<file path="src/verilog/gpio_regs.svh">
// Register map, field positions and reset values of the general purpose I/O port bank.
// Behaviour
// - A direction bit of one makes the pin an input with its driver released.
// - A direction bit of zero drives the pin with the matching output latch bit.
// - Reading the pin level register returns the live pin levels, not the latch, save port G bits 7:5, which read the D/E/J pull-up bits.
// - Writing the pin level register address writes the output latch.
// - Reading the output latch register returns the stored latch value.
// - An enabled peripheral takes the pin over from the general purpose logic.
// - Nine ports, each with direction, pin level and output latch registers.
// - Ports B, D, E and J offer weak pull-ups on every pin.
// - One pull-up bit per port: B at control bit 7, D/E/J at port G bits 7:5.
`ifndef GPIO_REGS_SVH
`define GPIO_REGS_SVH

`define NUM_PORTS 9
`define PORT_WIDTH 8
`define PIN_COUNT 72
`define ADDR_WIDTH 8
`define REGS_PER_PORT 6'h03
`define PORT_REG_COUNT 6'h1b
`define SEL_DIRECTION 6'h00
`define SEL_LEVEL 6'h01
`define SEL_LATCH 6'h02
`define INTERRUPT_CONTROL_TWO_INDEX 6'h1b
`define PULLUP_B_BIT 7
`define PULLUP_D_BIT 7
`define PULLUP_E_BIT 6
`define PULLUP_J_BIT 5
`define PORT_G_INDEX 4'h6
`define DIRECTION_RESET 8'hff
`define LATCH_RESET 8'h00

`endif

</file>
<file path="src/verilog/gpio_pkg.sv">
// Types shared by the general purpose I/O port bank.
package gpio_pkg;

	typedef enum {
		REG_DIRECTION,
		REG_LEVEL,
		REG_LATCH,
		REG_PULLUP,
		REG_NONE
	} reg_kind_e;

	typedef logic [7:0] port_byte_t;

endpackage

</file>
<file path="src/verilog/gpio_pin_slice.sv">
// Pad control for one eight-pin port: driver, output enable and weak pull-up.
`timescale 1ns/10ps
`include "gpio_regs.svh"

module gpio_pin_slice
	import gpio_pkg::*;
#(
	parameter bit HAS_PULLUP = 1'b0
) (
	// Clock and reset.
	input wire logic sys_clk_in,
	input wire logic rst_n_in,
	// Port configuration.
	input wire port_byte_t direction_in,
	input wire port_byte_t latch_in,
	input wire logic pullup_en_in,
	// Peripheral takeover.
	input wire port_byte_t take_in,
	input wire port_byte_t periph_out_in,
	input wire port_byte_t periph_oe_n_in,
	// Pad side.
	output port_byte_t pin_out_out,
	output port_byte_t pin_oe_n_out,
	output port_byte_t pullup_out
);

	port_byte_t input_mode;
	port_byte_t pull_mask;

	// A pin counts as an input when its owner has released the driver.
	assign input_mode = (take_in & periph_oe_n_in) | (~take_in & direction_in);
	assign pull_mask = {`PORT_WIDTH{HAS_PULLUP & pullup_en_in}};

	// Driver select is registered so every pad signal comes straight from a flop.
	always_ff @(posedge sys_clk_in) begin
		if (!rst_n_in) begin
			pin_out_out <= `LATCH_RESET;
			pin_oe_n_out <= `DIRECTION_RESET;
		end else begin
			pin_out_out <= (take_in & periph_out_in) | (~take_in & latch_in);
			pin_oe_n_out <= input_mode;
		end
	end

	// The pull-up is dropped while driving so it never fights the output stage.
	always_ff @(posedge sys_clk_in) begin
		if (!rst_n_in) begin
			pullup_out <= 8'h00;
		end else begin
			pullup_out <= pull_mask & input_mode;
		end
	end

endmodule

</file>
<file path="src/verilog/general_purpose_io_port.sv">
// Register bank and pad control for nine general purpose I/O ports.
//
// The placing of the registers and the address-and-strobe port were chosen for this implementation.
`timescale 1ns/10ps
`include "gpio_regs.svh"

module general_purpose_io_port
	import gpio_pkg::*;
(
	// Clock and reset.
	input wire logic sys_clk_in,
	input wire logic rst_n_in,
	// Register port.
	input wire logic [`ADDR_WIDTH-1:0] addr_in,
	input wire port_byte_t wr_data_in,
	input wire logic wr_en_in,
	input wire logic rd_en_in,
	output port_byte_t rd_data_out,
	// Pads, port A in bits 7:0 up to port J in bits 71:64.
	input wire logic [`PIN_COUNT-1:0] pin_in,
	output logic [`PIN_COUNT-1:0] pin_out_out,
	output logic [`PIN_COUNT-1:0] pin_oe_n_out,
	output logic [`PIN_COUNT-1:0] pin_pullup_out,
	// Peripheral takeover, one bit per pin.
	input wire logic [`PIN_COUNT-1:0] periph_take_in,
	input wire logic [`PIN_COUNT-1:0] periph_out_in,
	input wire logic [`PIN_COUNT-1:0] periph_oe_n_in
);

	port_byte_t direction_register [`NUM_PORTS];
	port_byte_t output_latch_register [`NUM_PORTS];
	logic port_b_pullup_control;
	logic port_d_pullup_control;
	logic port_e_pullup_control;
	logic port_j_pullup_control;
	logic [`NUM_PORTS-1:0] pullup_en;
	reg_kind_e wr_kind;
	reg_kind_e rd_kind;
	logic [3:0] wr_port;
	logic [3:0] rd_port;
	port_byte_t rd_next;

	// Word index decode; misaligned or out-of-map addresses select nothing.
	function automatic reg_kind_e kind_of(input logic [`ADDR_WIDTH-1:0] a);
		logic [5:0] idx;
		logic [5:0] sel;
		begin
			idx = a[7:2];
			sel = idx % `REGS_PER_PORT;
			if (a[1:0] != 2'h0) begin
				kind_of = REG_NONE;
			end else if (idx < `PORT_REG_COUNT) begin
				if (sel == `SEL_DIRECTION) begin
					kind_of = REG_DIRECTION;
				end else if (sel == `SEL_LEVEL) begin
					kind_of = REG_LEVEL;
				end else begin
					kind_of = REG_LATCH;
				end
			end else if (idx == `INTERRUPT_CONTROL_TWO_INDEX) begin
				kind_of = REG_PULLUP;
			end else begin
				kind_of = REG_NONE;
			end
		end
	endfunction

	// Port number of a port register address.
	function automatic logic [3:0] port_of(input logic [`ADDR_WIDTH-1:0] a);
		logic [5:0] q;
		begin
			q = a[7:2] / `REGS_PER_PORT;
			port_of = q[3:0];
		end
	endfunction

	assign wr_kind = kind_of(addr_in);
	assign rd_kind = kind_of(addr_in);
	assign wr_port = port_of(addr_in);
	assign rd_port = port_of(addr_in);

	// Port order A B C D E F G H J; only B, D, E and J carry pull-ups.
	assign pullup_en = {port_j_pullup_control, 3'h0, port_e_pullup_control, port_d_pullup_control, 1'b0,
		port_b_pullup_control, 1'b0};

	// Direction registers come up all ones so no pin drives before software asks.
	always_ff @(posedge sys_clk_in) begin
		if (!rst_n_in) begin
			for (int p = 0; p < `NUM_PORTS; p++) begin
				direction_register[p] <= `DIRECTION_RESET;
			end
		end else if (wr_en_in && wr_kind == REG_DIRECTION) begin
			for (int p = 0; p < `NUM_PORTS; p++) begin
				if (wr_port == 4'(p)) begin
					direction_register[p] <= wr_data_in;
				end
			end
		end
	end

	// Both the level address and the latch address land in the one latch.
	always_ff @(posedge sys_clk_in) begin
		if (!rst_n_in) begin
			for (int p = 0; p < `NUM_PORTS; p++) begin
				output_latch_register[p] <= `LATCH_RESET;
			end
		end else if (wr_en_in && (wr_kind == REG_LEVEL || wr_kind == REG_LATCH)) begin
			for (int p = 0; p < `NUM_PORTS; p++) begin
				if (wr_port == 4'(p)) begin
					output_latch_register[p] <= wr_data_in;
				end
			end
		end
	end

	// Pull-up controls: B in the interrupt control word, D/E/J in the port G level word.
	always_ff @(posedge sys_clk_in) begin
		if (!rst_n_in) begin
			port_b_pullup_control <= 1'b0;
			port_d_pullup_control <= 1'b0;
			port_e_pullup_control <= 1'b0;
			port_j_pullup_control <= 1'b0;
		end else if (wr_en_in) begin
			if (wr_kind == REG_PULLUP) begin
				port_b_pullup_control <= wr_data_in[`PULLUP_B_BIT];
			end else if (wr_kind == REG_LEVEL && wr_port == `PORT_G_INDEX) begin
				port_d_pullup_control <= wr_data_in[`PULLUP_D_BIT];
				port_e_pullup_control <= wr_data_in[`PULLUP_E_BIT];
				port_j_pullup_control <= wr_data_in[`PULLUP_J_BIT];
			end
		end
	end

	// Read mux; unused control bits and unmapped addresses read as zero.
	always_comb begin
		rd_next = 8'h00;
		for (int p = 0; p < `NUM_PORTS; p++) begin
			if (rd_port == 4'(p)) begin
				if (rd_kind == REG_DIRECTION) begin
					rd_next = direction_register[p];
				end else if (rd_kind == REG_LEVEL) begin
					rd_next = pin_in[p*`PORT_WIDTH +: `PORT_WIDTH];
				end else if (rd_kind == REG_LATCH) begin
					rd_next = output_latch_register[p];
				end
			end
		end
		if (rd_kind == REG_LEVEL && rd_port == `PORT_G_INDEX) begin
			rd_next[`PULLUP_D_BIT] = port_d_pullup_control;
			rd_next[`PULLUP_E_BIT] = port_e_pullup_control;
			rd_next[`PULLUP_J_BIT] = port_j_pullup_control;
		end
		if (rd_kind == REG_PULLUP) begin
			rd_next[`PULLUP_B_BIT] = port_b_pullup_control;
		end
	end

	// Read data stands only in the cycle after the strobe and is zero otherwise.
	always_ff @(posedge sys_clk_in) begin
		if (!rst_n_in) begin
			rd_data_out <= 8'h00;
		end else if (rd_en_in) begin
			rd_data_out <= rd_next;
		end else begin
			rd_data_out <= 8'h00;
		end
	end

	// One pad slice per port; the pull-up hardware exists only where the port has it.
	for (genvar g = 0; g < `NUM_PORTS; g++) begin : g_port
		gpio_pin_slice #(
			.HAS_PULLUP(g == 1 || g == 3 || g == 4 || g == 8)
		) u_slice (
			.sys_clk_in(sys_clk_in),
			.rst_n_in(rst_n_in),
			.direction_in(direction_register[g]),
			.latch_in(output_latch_register[g]),
			.pullup_en_in(pullup_en[g]),
			.take_in(periph_take_in[g*`PORT_WIDTH +: `PORT_WIDTH]),
			.periph_out_in(periph_out_in[g*`PORT_WIDTH +: `PORT_WIDTH]),
			.periph_oe_n_in(periph_oe_n_in[g*`PORT_WIDTH +: `PORT_WIDTH]),
			.pin_out_out(pin_out_out[g*`PORT_WIDTH +: `PORT_WIDTH]),
			.pin_oe_n_out(pin_oe_n_out[g*`PORT_WIDTH +: `PORT_WIDTH]),
			.pullup_out(pin_pullup_out[g*`PORT_WIDTH +: `PORT_WIDTH])
		);
	end
endmodule

</file>
<file path="config.mk">
export PLATFORM = sky130hd
export DESIGN_NAME = general_purpose_io_port
export DESIGN_NICKNAME = d
export VERILOG_FILES = /design/src/verilog/gpio_pkg.sv /design/src/verilog/gpio_pin_slice.sv /design/src/verilog/general_purpose_io_port.sv
export VERILOG_INCLUDE_DIRS = /design/src /design/src/verilog
export SDC_FILE = /design/constraint.sdc
export NUM_CORES = 1
export LEC_CHECK = 0
export BUFFER_PORTS_ARGS = -buffer_cell sky130_fd_sc_hd__buf_2
export CAP_MARGIN = 20
export CORE_ASPECT_RATIO = 0.8
export CORE_MARGIN = 2
export CORE_UTILIZATION = 35
export CTS_BUF_LIST = sky130_fd_sc_hd__clkbuf_16
export DETAILED_ROUTE_END_ITERATION = 10
export GPL_TIMING_DRIVEN = 0
export PLACE_DENSITY = 0.65
export SLEW_MARGIN = 25
export SYNTH_ARGS = -nofsm -noshare
export SYNTH_HDL_FRONTEND = slang
export SYNTH_SLANG_ARGS = --single-unit
</file>
<file path="constraint.sdc">
create_clock -name sys_clk_in -period 6.8 [get_ports sys_clk_in]
set_input_delay 0.34 -clock sys_clk_in [delete_from_list [all_inputs] [get_ports sys_clk_in]]
set_output_delay 0.34 -clock sys_clk_in [all_outputs]
set_load 0.005 [all_outputs]
</file>
* After elaboration in Yosys (flattened, before gate mapping)
Memories as Yosys holds them, arrays and structs flattened.
Index checks and enable logic that the tools add are counted.
** Word-level totals
- Register bits after elaboration :: 188
- Bits in writable memories :: 144
- Memories kept :: 2
- Output and inout bits :: 224
** Cells by class
- Mux-type cells :: 125
- $lt $le $gt $ge :: 1
- Reductions and logical operators :: 11
- Equal/unequal tests :: 13
- Divide/modulo/power cells :: 2
- Bitwise logic cells :: 86
** Memories
- direction_register :: words 9, width 8, read ports 9, clocked after memory_dff 0, write ports 9, line general_purpose_io_port.sv:30 : port_byte_t direction_register [`NUM_PORTS];
- output_latch_register :: words 9, width 8, read ports 9, clocked after memory_dff 0, write ports 9, line general_purpose_io_port.sv:31 : port_byte_t output_latch_register [`NUM_PORTS];
** Operator list (count)
- $mux 8 :: 54
- $and 8x8->8 :: 40
- $or 8x8->8 :: 18
- $not 8->8 :: 9
- $mux 1 :: 65
- $eq 32x3->1 const B :: 2
- $mux 32 :: 2
- $eq 32x2->1 const B :: 1
- $logic_not 32->1 :: 1
- $or 1x1->1 :: 18
- $eq 4x3->1 const B :: 4
- $eq 4x2->1 const B :: 2
- $div 6x2->6 const B :: 1
- $eq 6x1->1 const B :: 1
- $eq 6x5->1 const B :: 1
- $logic_not 6->1 :: 1
- $lt 6x5->1 const B :: 1
- $mod 6x2->6 const B :: 1
- $mux 3 :: 2
- $eq 4x1->1 const B :: 1
- $eq 4x4->1 const B :: 1
- $logic_not 4->1 :: 1
- $mux 2 :: 2
- $reduce_and 2->1 :: 2
- other kinds (5) :: 7

* Longest topological paths before layout
Gate-level depths: netlist of the first run.
- Word-level depth :: 45
- Mapped depth :: 26
- Mapped depth without buffers :: 19

* Hierarchy
A second synthesis of the first run with hierarchy kept.
** Second synthesis, totals
- Cells, all modules :: 1256
- Area, all modules :: 14290.0 um^2
** Modules (own cells, without submodules)
- general_purpose_io_port :: area an instance 7953.9 um^2, cells an instance 702, instances 1
- gpio_pin_slice (g_port[0].u_slice ...) :: area an instance 650.6 um^2, cells an instance 58, instances 5
- gpio_pin_slice (g_port[1].u_slice ...) :: area an instance 770.7 um^2, cells an instance 66, instances 4

* Least setup slack after synthesis of the first run
OpenSTA, ideal clock, no wires.
- Path type :: input to register
- Start :: in addr_in[5]
- End :: mem direction_register[0][0] in the netlist's numbering, enable pin
- Slack :: 1815 ps
- Data required time :: 6416 ps
- Stages :: 22
- Buffers on the path :: 5
- Library setup time :: 384 ps
- Data arrival time :: 4601 ps
- Cells stage by stage :: buf_2 buf_2 buf_2 nand3b_1 nand2_1 o32ai_1 inv_1 ha_1 buf_2 a2111oi_2 or2_2 o31ai_1 buf_2 xnor2_1 ha_1 a21oi_2 o211ai_4 xnor2_2 nand2_1 nor2_2 nand2_1 o21ai_0
** RTL lines
- start, declared :: line general_purpose_io_port.sv:14 : input wire logic [`ADDR_WIDTH-1:0] addr_in,
- end, declared :: line general_purpose_io_port.sv:30

==> flow_summary.yaml, run 1 <==
clock_tree:
  cts_sinks: 332
  cts_hold_buf: 0
  clk-insertion-delay-late_ns: 0.54
  cts_max_path_buffers: 3
  clkTransAtPathRegs_ns: 0.06
  numCtsBuffers: 36
  cts-root-buf: "clkbuf_16"
  tritoncts: "yes"
  h-tree-depth: 2
critical_path:
  cp.required_ns: 6.88
  crit_path_max_fanout: 10
  reg2reg_setup_slack_ns: 4.54
  startpoint: "addr_in[4]"
  worstReg2RegStart: "direction_register[0][70]$_DFFE_PP_"
  critical_path_class: "in2reg"
  r2r-end: "rd_data_out[6]$_SDFF_PN0_"
  start_kind: "primary input"
  worstPathCellList: "buf_2, buf_2, buf_2, buf_2, nand2_1, o32ai_1, inv_1, ha_1, buf_2, a2111oi_2, or2_2, o31ai_1, buf_2, xnor2_1, ha_1, a21oi_2, o211ai_4, xnor2_4, nand2_1, nor2_2, nand2_1, nor3b_4, nand2b_1"
  cpPeakStageDelay_ns: 0.55
  cp-end-kind: "flip-flop"
  r2r_cells: 5
  cp_common_cell: "buf_2"
  crit_arrival_ns: 6.72
  slowest_stage: "nand2b_1"
sta:
  rsz0062_at_grt: "true"
  tns_ns: 0
  min_period_ns: 6.65
  fin_crit_sh_pct: 97.8
  finalHoldWorstSlack_ns: 0.0156
  maxSlewViolCount: 0
  setup_violations: 0
  finalHoldViolations: 0
  tightest_slew_ns: 0.995
  fmax_ghz: 0.150
  slew-limit-headroom_pct: 33.2
  skew_ns: 0.0157
place:
  dp_hpwl_um: 51700
  io_buffers: 488
  gp_congestion: 0.972
  placed_cell_area_um2: 17500
cells_and_area:
  area_growth_pct: 31.5
  nets: 2135
  final_util_pct: 46.3
  stdcell_area_um2: 18700
  fillCellCount: 3867
  drive_gt1_share_pct: 35.3
detailed_routing:
  vias: 12761
  wl_per_cell_um: 27.5
  viasPerCell: 5.29
  ant_nets: 0
  drt_iter0_markers: 1232
  first_pass_iters: 6
  drc: 0
  wl_um: 66200
floorplan:
  dieHeight_um: 184
  initial_core_util_pct: 35.2
  rows: 66
  dieArea_um2: 42300
  dieWidth_um: 229
  core-area_um2: 40400
  io-pin-count: 532
synthesis:
  ys_seq_elements: 332
  ys_top_cells_by_count: "188 x dfxtp_1, 178 x mux2i_1, 168 x nand2_1, 144 x edfxtp_1, 85 x nor2_1"
  syn_inst: 1255
  synthArstFlopShare_pct: 0
  synthTopCellsByArea: "edfxtp_1 30%, dfxtp_1 26%, mux2i_1 13%"
  synth_edf_count: 144
  ys.flop_type: "dfxtp_1"
  ys_seq_area_share_pct: 56.9
  post-synth-top-count-cell: "dfxtp_1"
  syn_area_um2: 14200
  synth_top_area_share_pct: 30.4
  syn_area_per_cell_um2: 11.3
  synth_largest_area_cell: "edfxtp_1"
  yosysWarnings: 0
  synthDistinctLibCells: 76
min_path:
  min_path_type: "in2reg"
  min_from: "periph_oe_n_in[44]"
  min_path_cells: 3
  min_to: "g_port[5].u_slice.pin_oe_n_out[4]$_SDFF_PN1_"
power:
  power_leakage_nw: 8.34
  power_frac_seq_pct: 44.5
  p_sw_share_pct: 29.3
  p_switching_mw: 1.49
  p_per_area_nw_per_um2: 271
  combPwrFrac_pct: 18.5
  intPower_mw: 3.58
  p_clk_share_pct: 37.0
  ir_worst_vdd_mv: 0.166
global_routing:
  gr-total-overflow: 0
  grt_usage_pct: 30.3
  grt_antenna_before_repair: 13
  grt_pass1_wl_um: 90000
  grt_max_degree: 15
  grt_pass1_vias: 12447
status:
  status: "complete, no violations"
run:
  drv_cap: 0
## worst max path at each step
stage / slack [ns] / to / depth (start not counted)
final: 0.15 / direction_register[0][25]$_DFFE_PP_ / 23
after global routing: -0.03 / direction_register[0][1]$_DFFE_PP_ / 23
after CTS: 0.25 / direction_register[0][25]$_DFFE_PP_ / 23
after detailed placement: -0.53 / direction_register[0][53]$_DFFE_PP_ / 23
after global placement: -0.78 / direction_register[0][60]$_DFFE_PP_ / 22
after floorplan: 1.82 / direction_register[0][0]$_DFFE_PP_ / 22
## layout make-up
cell class / instances / area, um^2 / area share (%)
sequential: 332 / 8090 / 43.3
multi-input combinational: 849 / 5620 / 30.1
timing repair buffer: 493 / 2480 / 13.3
clock buffer: 39 / 976 / 5.22
tap: 544 / 681 / 3.64
buffer: 103 / 651 / 3.48
clock inverter: 26 / 125 / 0.669
inverter: 10 / 37.5 / 0.201
antenna: 15 / 37.5 / 0.201
## cells in the final DEF (no fill, tap or decap), types with 12 or more instances in the layout
cell type / netlist / final
nand2_1: 168 / 168
clkbuf_1: 25 / 24
o21ai_1: 5 / 22
edfxtp_1: 144 / 144
mux2i_1: 178 / 177
clkbuf_16: 0 / 39
nor2b_1: 81 / 81
a21oi_1: 14 / 14
nor3_1: 15 / 14
buf_2: 21 / 509
inv_1: 10 / 19
a311oi_1: 19 / 19
buf_4: 49 / 54
o21ai_0: 36 / 18
and2_1: 12 / 12
conb_1: 1 / 40
nand2b_1: 13 / 13
dfxtp_1: 188 / 188
diode_2: 0 / 15
nor2_1: 85 / 85
## metal layers
layer	track usage [%]	share of wire [%]
met1	38.8	40
met2	48.7	46
met5	0	0.041
met4	11.5	3.8
met3	8.69	10
## flip-flops by register name, summed over array words and instances, names as in the netlist
signal	cells
g_port.u_slice.pin_oe_n_out	72
output_latch_register	72
g_port.u_slice.pin_out_out	72
port_d_pullup_control	1
port_j_pullup_control	1
port_b_pullup_control	1
direction_register	72
g_port.u_slice.pullup_out	32
port_e_pullup_control	1
rd_data_out	8
## kinds of logic (layout without fill, tap and decap cells)
group                      count (synthesis)  count (layout)  share of synthesized area, %
and+or+nand+nor                          437             437                          15.1
DFF                                      332             332                          56.9
muxes                                    189             189                          13.4
AOI/OAI and AO/OA                        172             172                          8.88
buffers and inverters                    113             671                          4.83
xor gates and xnor gates                   9               9                         0.739
adders and majority gates                  2               2                         0.176
other                                      1              55                        0.0264
## power by group through the flow
stage | Combinational (mW) | Sequential [mW] | Clock [mW]
CTS | 0.916 | 2.25 | 1.89
finish | 0.939 | 2.25 | 1.87
detailed placement | 0.911 | 2.30 | 0
floorplan | 0.479 | 2.27 | 0
global route | 0.987 | 2.26 | 1.98
global placement | 0.901 | 2.29 | 0
## worst max-delay path: cells and delay by family
family          cells  cell delay, ns
simple gates        7            2.49
buf+inv             7            1.41
compound gates      5            1.25
xor+xnor            2            0.71
fa+ha+maj           2            0.49
## per-stage QoR
| stage | worst slack [ns] | power [mW] | instances |
|---|---|---|---|
| 2_1_floorplan | 1.82 | 2.74 | 1294 |
| 3_3_place_gp | -0.778 | 3.20 | 2326 |
| 3_5_place_dp | -0.528 | 3.21 | 2331 |
| 4_1_cts | 0.246 | 5.06 | 2396 |
| 5_1_grt | -0.0310 | 5.22 | 2404 |
| 6_report | 0.153 | 5.07 | 2411 |
## repair_timing
action	4_1_cts	5_1_grt
setup buffers	0	0
gates cloned	0	0
endpoints found under the hold margin	0	0
resized for setup	1	1
setup endpoints to repair	9	63
Power figures use the tool's default switching activity.
==> run 2: changes to the inputs <==
Settings changed: PLACE_DENSITY 0.65 to 0.62.
==> flow_summary.yaml, run 2 (synthesized netlist as in run 1, its figures left out) <==
global_routing:
  gr-total-overflow: 0
  grt_antenna_before_repair: 21
  grt_pass1_vias: 12351
  grt_max_degree: 14
  grt_usage_pct: 30.3
  grt_pass1_wl_um: 89700
detailed_routing:
  vias: 12783
  ant_nets: 0
  drc: 0
  wl_per_cell_um: 27.5
  wl_um: 66300
  first_pass_iters: 10
  viasPerCell: 5.30
  drt_iter0_markers: 1547
cells_and_area:
  final_util_pct: 46.6
  drive_gt1_share_pct: 35.9
  fillCellCount: 3869
  stdcell_area_um2: 18800
  final_cell_mix: "509 x buf_2, 188 x dfxtp_1, 177 x mux2i_1"
  area_growth_pct: 32.5
  final_common_cell: "buf_2"
  nets: 2136
  fin_cells: 2410
sta:
  tightest_slew_ns: 1.06
  fmax_ghz: 0.153
  tns_ns: 0
  finalHoldWorstSlack_ns: 0.0150
  setup_slack_ns: 0.271
  min_period_ns: 6.53
  finalHoldViolations: 0
  rsz0062_at_grt: "false"
  maxSlewViolCount: 0
  fin_crit_sh_pct: 96.0
  slew-limit-headroom_pct: 28.4
  skew_ns: 0.0185
  setup_violations: 0
clock_tree:
  cts_sinks: 332
  numCtsBuffers: 37
  cts_max_path_buffers: 3
  tritoncts: "yes"
  cts-root-buf: "clkbuf_16"
  clkTransAtPathRegs_ns: 0.06
  clk-insertion-delay-late_ns: 0.54
  h-tree-depth: 2
critical_path:
  critical_path_class: "in2reg"
  worstPathCellList: "buf_2, buf_2, buf_2, buf_2, nand2_1, o32ai_1, inv_1, ha_1, buf_2, a2111oi_2, or2_2, o31ai_1, buf_2, xnor2_1, ha_1, a21oi_2, o211ai_4, xnor2_4, nand2_1, nor2_2, nand2_1, o21ai_1"
  cp_common_cell: "buf_2"
  crit_path_max_fanout: 10
  worst-path-buf-inv: 7
  cp-end-kind: "flip-flop"
  start_kind: "primary input"
  slowest_stage: "o21ai_1"
  cpPeakStageDelay_ns: 0.91
  crit_family: "compound AO/OA/AOI/OAI gates"
  cp.required_ns: 6.95
  crit_arrival_ns: 6.67
floorplan:
  initial_core_util_pct: 35.2
  io-pin-count: 532
  dieArea_um2: 42300
  dieWidth_um: 229
  dieHeight_um: 184
  rows: 66
  core-area_um2: 40400
status:
  status: "complete, no violations"
power:
  ir_worst_vdd_mv: 0.154
  power_leakage_nw: 8.38
  p_per_area_nw_per_um2: 277
  report.power.total_mw: 5.22
place:
  placed_cell_area_um2: 17500
  io_buffers: 488
  gp_congestion: 0.980
  place_inst: 2330
  pre_cts_slack_ns: -0.556
  dp_hpwl_um: 51700
min_path:
  min_path_type: "in2reg"
run:
  drv_cap: 0
## run 2: cell types whose count changed in the layout (fill, tap and decap cells not counted), moves of 3 or more
cell,change
nand2b_1,-6
nand2b_2,+6
bufinv_16,+4
inv_6,-4
inv_1,-3
## run 2: power by group
group | switching (mW) | internal (mW)
clock network | 0.844 | 1.19
logic | 0.579 | 0.356
registers | 0.0679 | 2.18
total | 1.49 | 3.73
## run 2: final cells by class
cell class | instances | area (um^2) | area share [%]
multi-input combinational | 849 | 5640 | 29.9
buffer | 103 | 651 | 3.45
tap | 544 | 681 | 3.61
antenna | 13 | 32.5 | 0.173
clock inverter | 27 | 241 | 1.28
timing repair buffer | 493 | 2490 | 13.2
sequential | 332 | 8090 | 42.9
inverter | 10 | 37.5 | 0.199
clock buffer | 39 | 976 | 5.18
## run 2: worst paths after layout
kind / slack (ns) / cells after the start / to / from
min: 0.02 / 3 / g_port[7].u_slice.pin_oe_n_out[6]$_SDFF_PN1_ / periph_oe_n_in[62]
max reg2reg: 4.44 / 4 / rd_data_out[1]$_SDFF_PN0_ / direction_register[0][25]$_DFFE_PP_
min reg2reg: 0.50 / 2 / g_port[7].u_slice.pin_oe_n_out[1]$_SDFF_PN1_ / direction_register[0][57]$_DFFE_PP_
max: 0.27 / 22 / direction_register[0][46]$_DFFE_PP_ / addr_in[4]
## run 2: what timing repair did
action | in CTS | in global routing
buffers inserted | 0 | 1
endpoints found under the setup margin | 12 | 63
pin swaps | 0 | 1
hold buffers | 0 | 0
gates cloned | 0 | 0
gates resized for setup | 1 | 7
## run 2: worst min-delay path: stages
cell and delay [ns]:
buf_2 0.07, mux2i_1 0.05, nand2_1 0.06
## run 2: per-layer routing
metal / part of all wire [%] / up-vias / routed length, um / global-route usage [%]
met5: 0.11 / - / 76 / 0
met4: 4.0 / 12 / 2680 / 12.2
met3: 11 / 165 / 7040 / 9.85
met2: 46 / 870 / 30200 / 48.5
met1: 40 / 6126 / 26300 / 37.9
li1: - / 5610 / - / -
==> run 3: changes to the inputs <==
Settings changed: CORE_ASPECT_RATIO 0.8 to default.
==> flow_summary.yaml, run 3 (synthesized netlist as in run 1, its figures left out) <==
global_routing:
  grt_pass1_vias: 12306
  grt_usage_pct: 29.4
  gr-total-overflow: 0
  grt.busiest_layer: "met2"
  grt_antenna_before_repair: 25
  use_met1_pct: 35.3
  met2_usage_pct: 49.1
  grtUsageMet3_pct: 8.05
  grt_pass1_wl_um: 86800
  grt_max_degree: 14
critical_path:
  critical_path_class: "in2reg"
  start_kind: "primary input"
  slowest_stage: "nand2b_1"
  cp-end-kind: "flip-flop"
  cpPeakStageDelay_ns: 0.52
  cp.required_ns: 6.92
  worstPathCellList: "buf_2, buf_2, buf_2, buf_2, nand2_1, o32ai_1, inv_1, ha_1, buf_2, a2111oi_2, or2_2, o31ai_1, buf_2, xnor2_1, ha_1, a21oi_2, o211ai_4, xnor2_4, nand2_1, nor2_2, nand2_1, nor3b_4, nand2b_1"
  crit_arrival_ns: 6.56
  cp_common_cell: "buf_2"
  crit_path_max_fanout: 10
sta:
  setup_violations: 0
  tightest_slew_ns: 1.15
  finalHoldViolations: 0
  maxSlewViolCount: 0
  fmax_ghz: 0.155
  slew-limit-headroom_pct: 21.2
  fin_crit_sh_pct: 94.8
  rsz0062_at_grt: "true"
  min_period_ns: 6.44
  skew_ns: 0.0161
floorplan:
  io-pin-count: 532
  initial_core_util_pct: 35.6
  dieArea_um2: 42200
  dieWidth_um: 206
  core-area_um2: 39900
  dieHeight_um: 206
  rows: 73
power:
  p_clk_share_pct: 38.6
  combPwrFrac_pct: 17.9
  report.power.total_mw: 5.17
  power_frac_seq_pct: 43.5
  power_leakage_nw: 8.52
  p_per_area_nw_per_um2: 272
  ir_worst_vdd_mv: 0.174
  p_sw_share_pct: 28.8
  p_switching_mw: 1.49
  intPower_mw: 3.68
cells_and_area:
  nets: 2166
  seqCellArea_um2: 8090
  final_util_pct: 47.7
  final_common_cell: "buf_2"
  final_cell_mix: "509 x buf_2, 188 x dfxtp_1, 178 x mux2i_1"
  drive_gt1_share_pct: 34.9
  multi_input_area_um2: 5620
  fillCellCount: 3769
  area_growth_pct: 34.0
detailed_routing:
  ant_nets: 0
  drt_iter0_markers: 1358
  viasPerCell: 5.22
  drc: 0
  first_pass_iters: 5
  vias: 12690
  wl_per_cell_um: 26.5
  wl_um: 64400
clock_tree:
  tritoncts: "yes"
  clk-insertion-delay-late_ns: 0.57
  clkTransAtPathRegs_ns: 0.06
  cts_max_path_buffers: 3
  numCtsBuffers: 38
  cts_sinks: 332
  h-tree-depth: 2
  cts-root-buf: "clkbuf_16"
min_path:
  min_path_type: "in2reg"
place:
  gp_congestion: 0.964
  dp_hpwl_um: 50300
  io_buffers: 488
run:
  drv_cap: 0
status:
  status: "complete, no violations"
[run 3: changes by cell type in the layout (fill, tap and decap cells not counted), sizes merged]
cell / change
dlygate4sd3: +25
inv: +11
diode: +5
buf: +4
bufinv: -3
clkinv: -3
clkinvlp: -3
clkbuf: +2
[run 3: critical path, delay by kind of cell]
kind,cells,cell delay [ns]
simple gates,7,2.33
xor+xnor,2,0.62
fa+ha+maj,2,0.51
buf+inv,7,1.43
compound gates,5,1.31
[run 3: through the flow]
step / hold slack, ns / worst slack, ns / area (um^2) / setup TNS, ns / std cells
detailed placement: 0.484 / -0.481 / 17500 / -26.66 / 2316
floorplan: 0.451 / 1.82 / 14400 / 0 / 1294
CTS: 0.00286 / 0.0791 / 19000 / 0 / 2411
global route: 0.0151 / -0.00473 / 19000 / -0.00862 / 2416
finish: 0.0161 / 0.356 / 19100 / 0 / 2429
global placement: 0.475 / -0.850 / 17500 / -66.11 / 2307
[run 3: worst paths after layout]
kind / to / start / slack (ns) / cells after the start
worst max-delay path: direction_register[0][70]$_DFFE_PP_ / addr_in[4] / 0.36 / 23
worst min-delay path: g_port[2].u_slice.pin_oe_n_out[4]$_SDFF_PN1_ / periph_oe_n_in[20] / 0.02 / 3
worst max register to register: rd_data_out[5]$_SDFF_PN0_ / direction_register[0][13]$_DFFE_PP_ / 4.64 / 5
worst min register to register: port_b_pullup_control$_SDFFE_PN0P_ / port_b_pullup_control$_SDFFE_PN0P_ / 0.50 / 2
[run 3: final cells by class]
cell class	count	area share (%)
Antenna cell	18	0.236
Buffer	103	3.41
Clock buffer	41	5.38
Clock inverter	29	0.887
Inverter	10	0.197
Multi-Input combinational cell	849	29.5
Sequential cell	332	42.4
Tap cell	525	3.45
Timing Repair Buffer	522	14.5
[run 3: layer usage]
layer	part of all wire, %	up-vias
met5	0.14	-
met4	4.3	14
met3	11	149
li1	-	5692
met2	48	762
met1	37	6073
[run 3: power by group through the flow]
stage	sequential (mW)	clock (mW)	combinational, mW
6_report	2.25	2.00	0.926
5_1_grt	2.26	2.11	0.978
4_1_cts	2.25	2.03	0.906
3_5_place_dp	2.29	0	0.890
3_3_place_gp	2.29	0	0.877
2_1_floorplan	2.27	0	0.479
[run 3: repair_timing]
action,4_1_cts,5_1_grt
gates resized for setup,0,2
endpoints found under the setup margin,0,80
hold endpoints to repair,25,0
buffers inserted,0,0
hold buffers,25,0
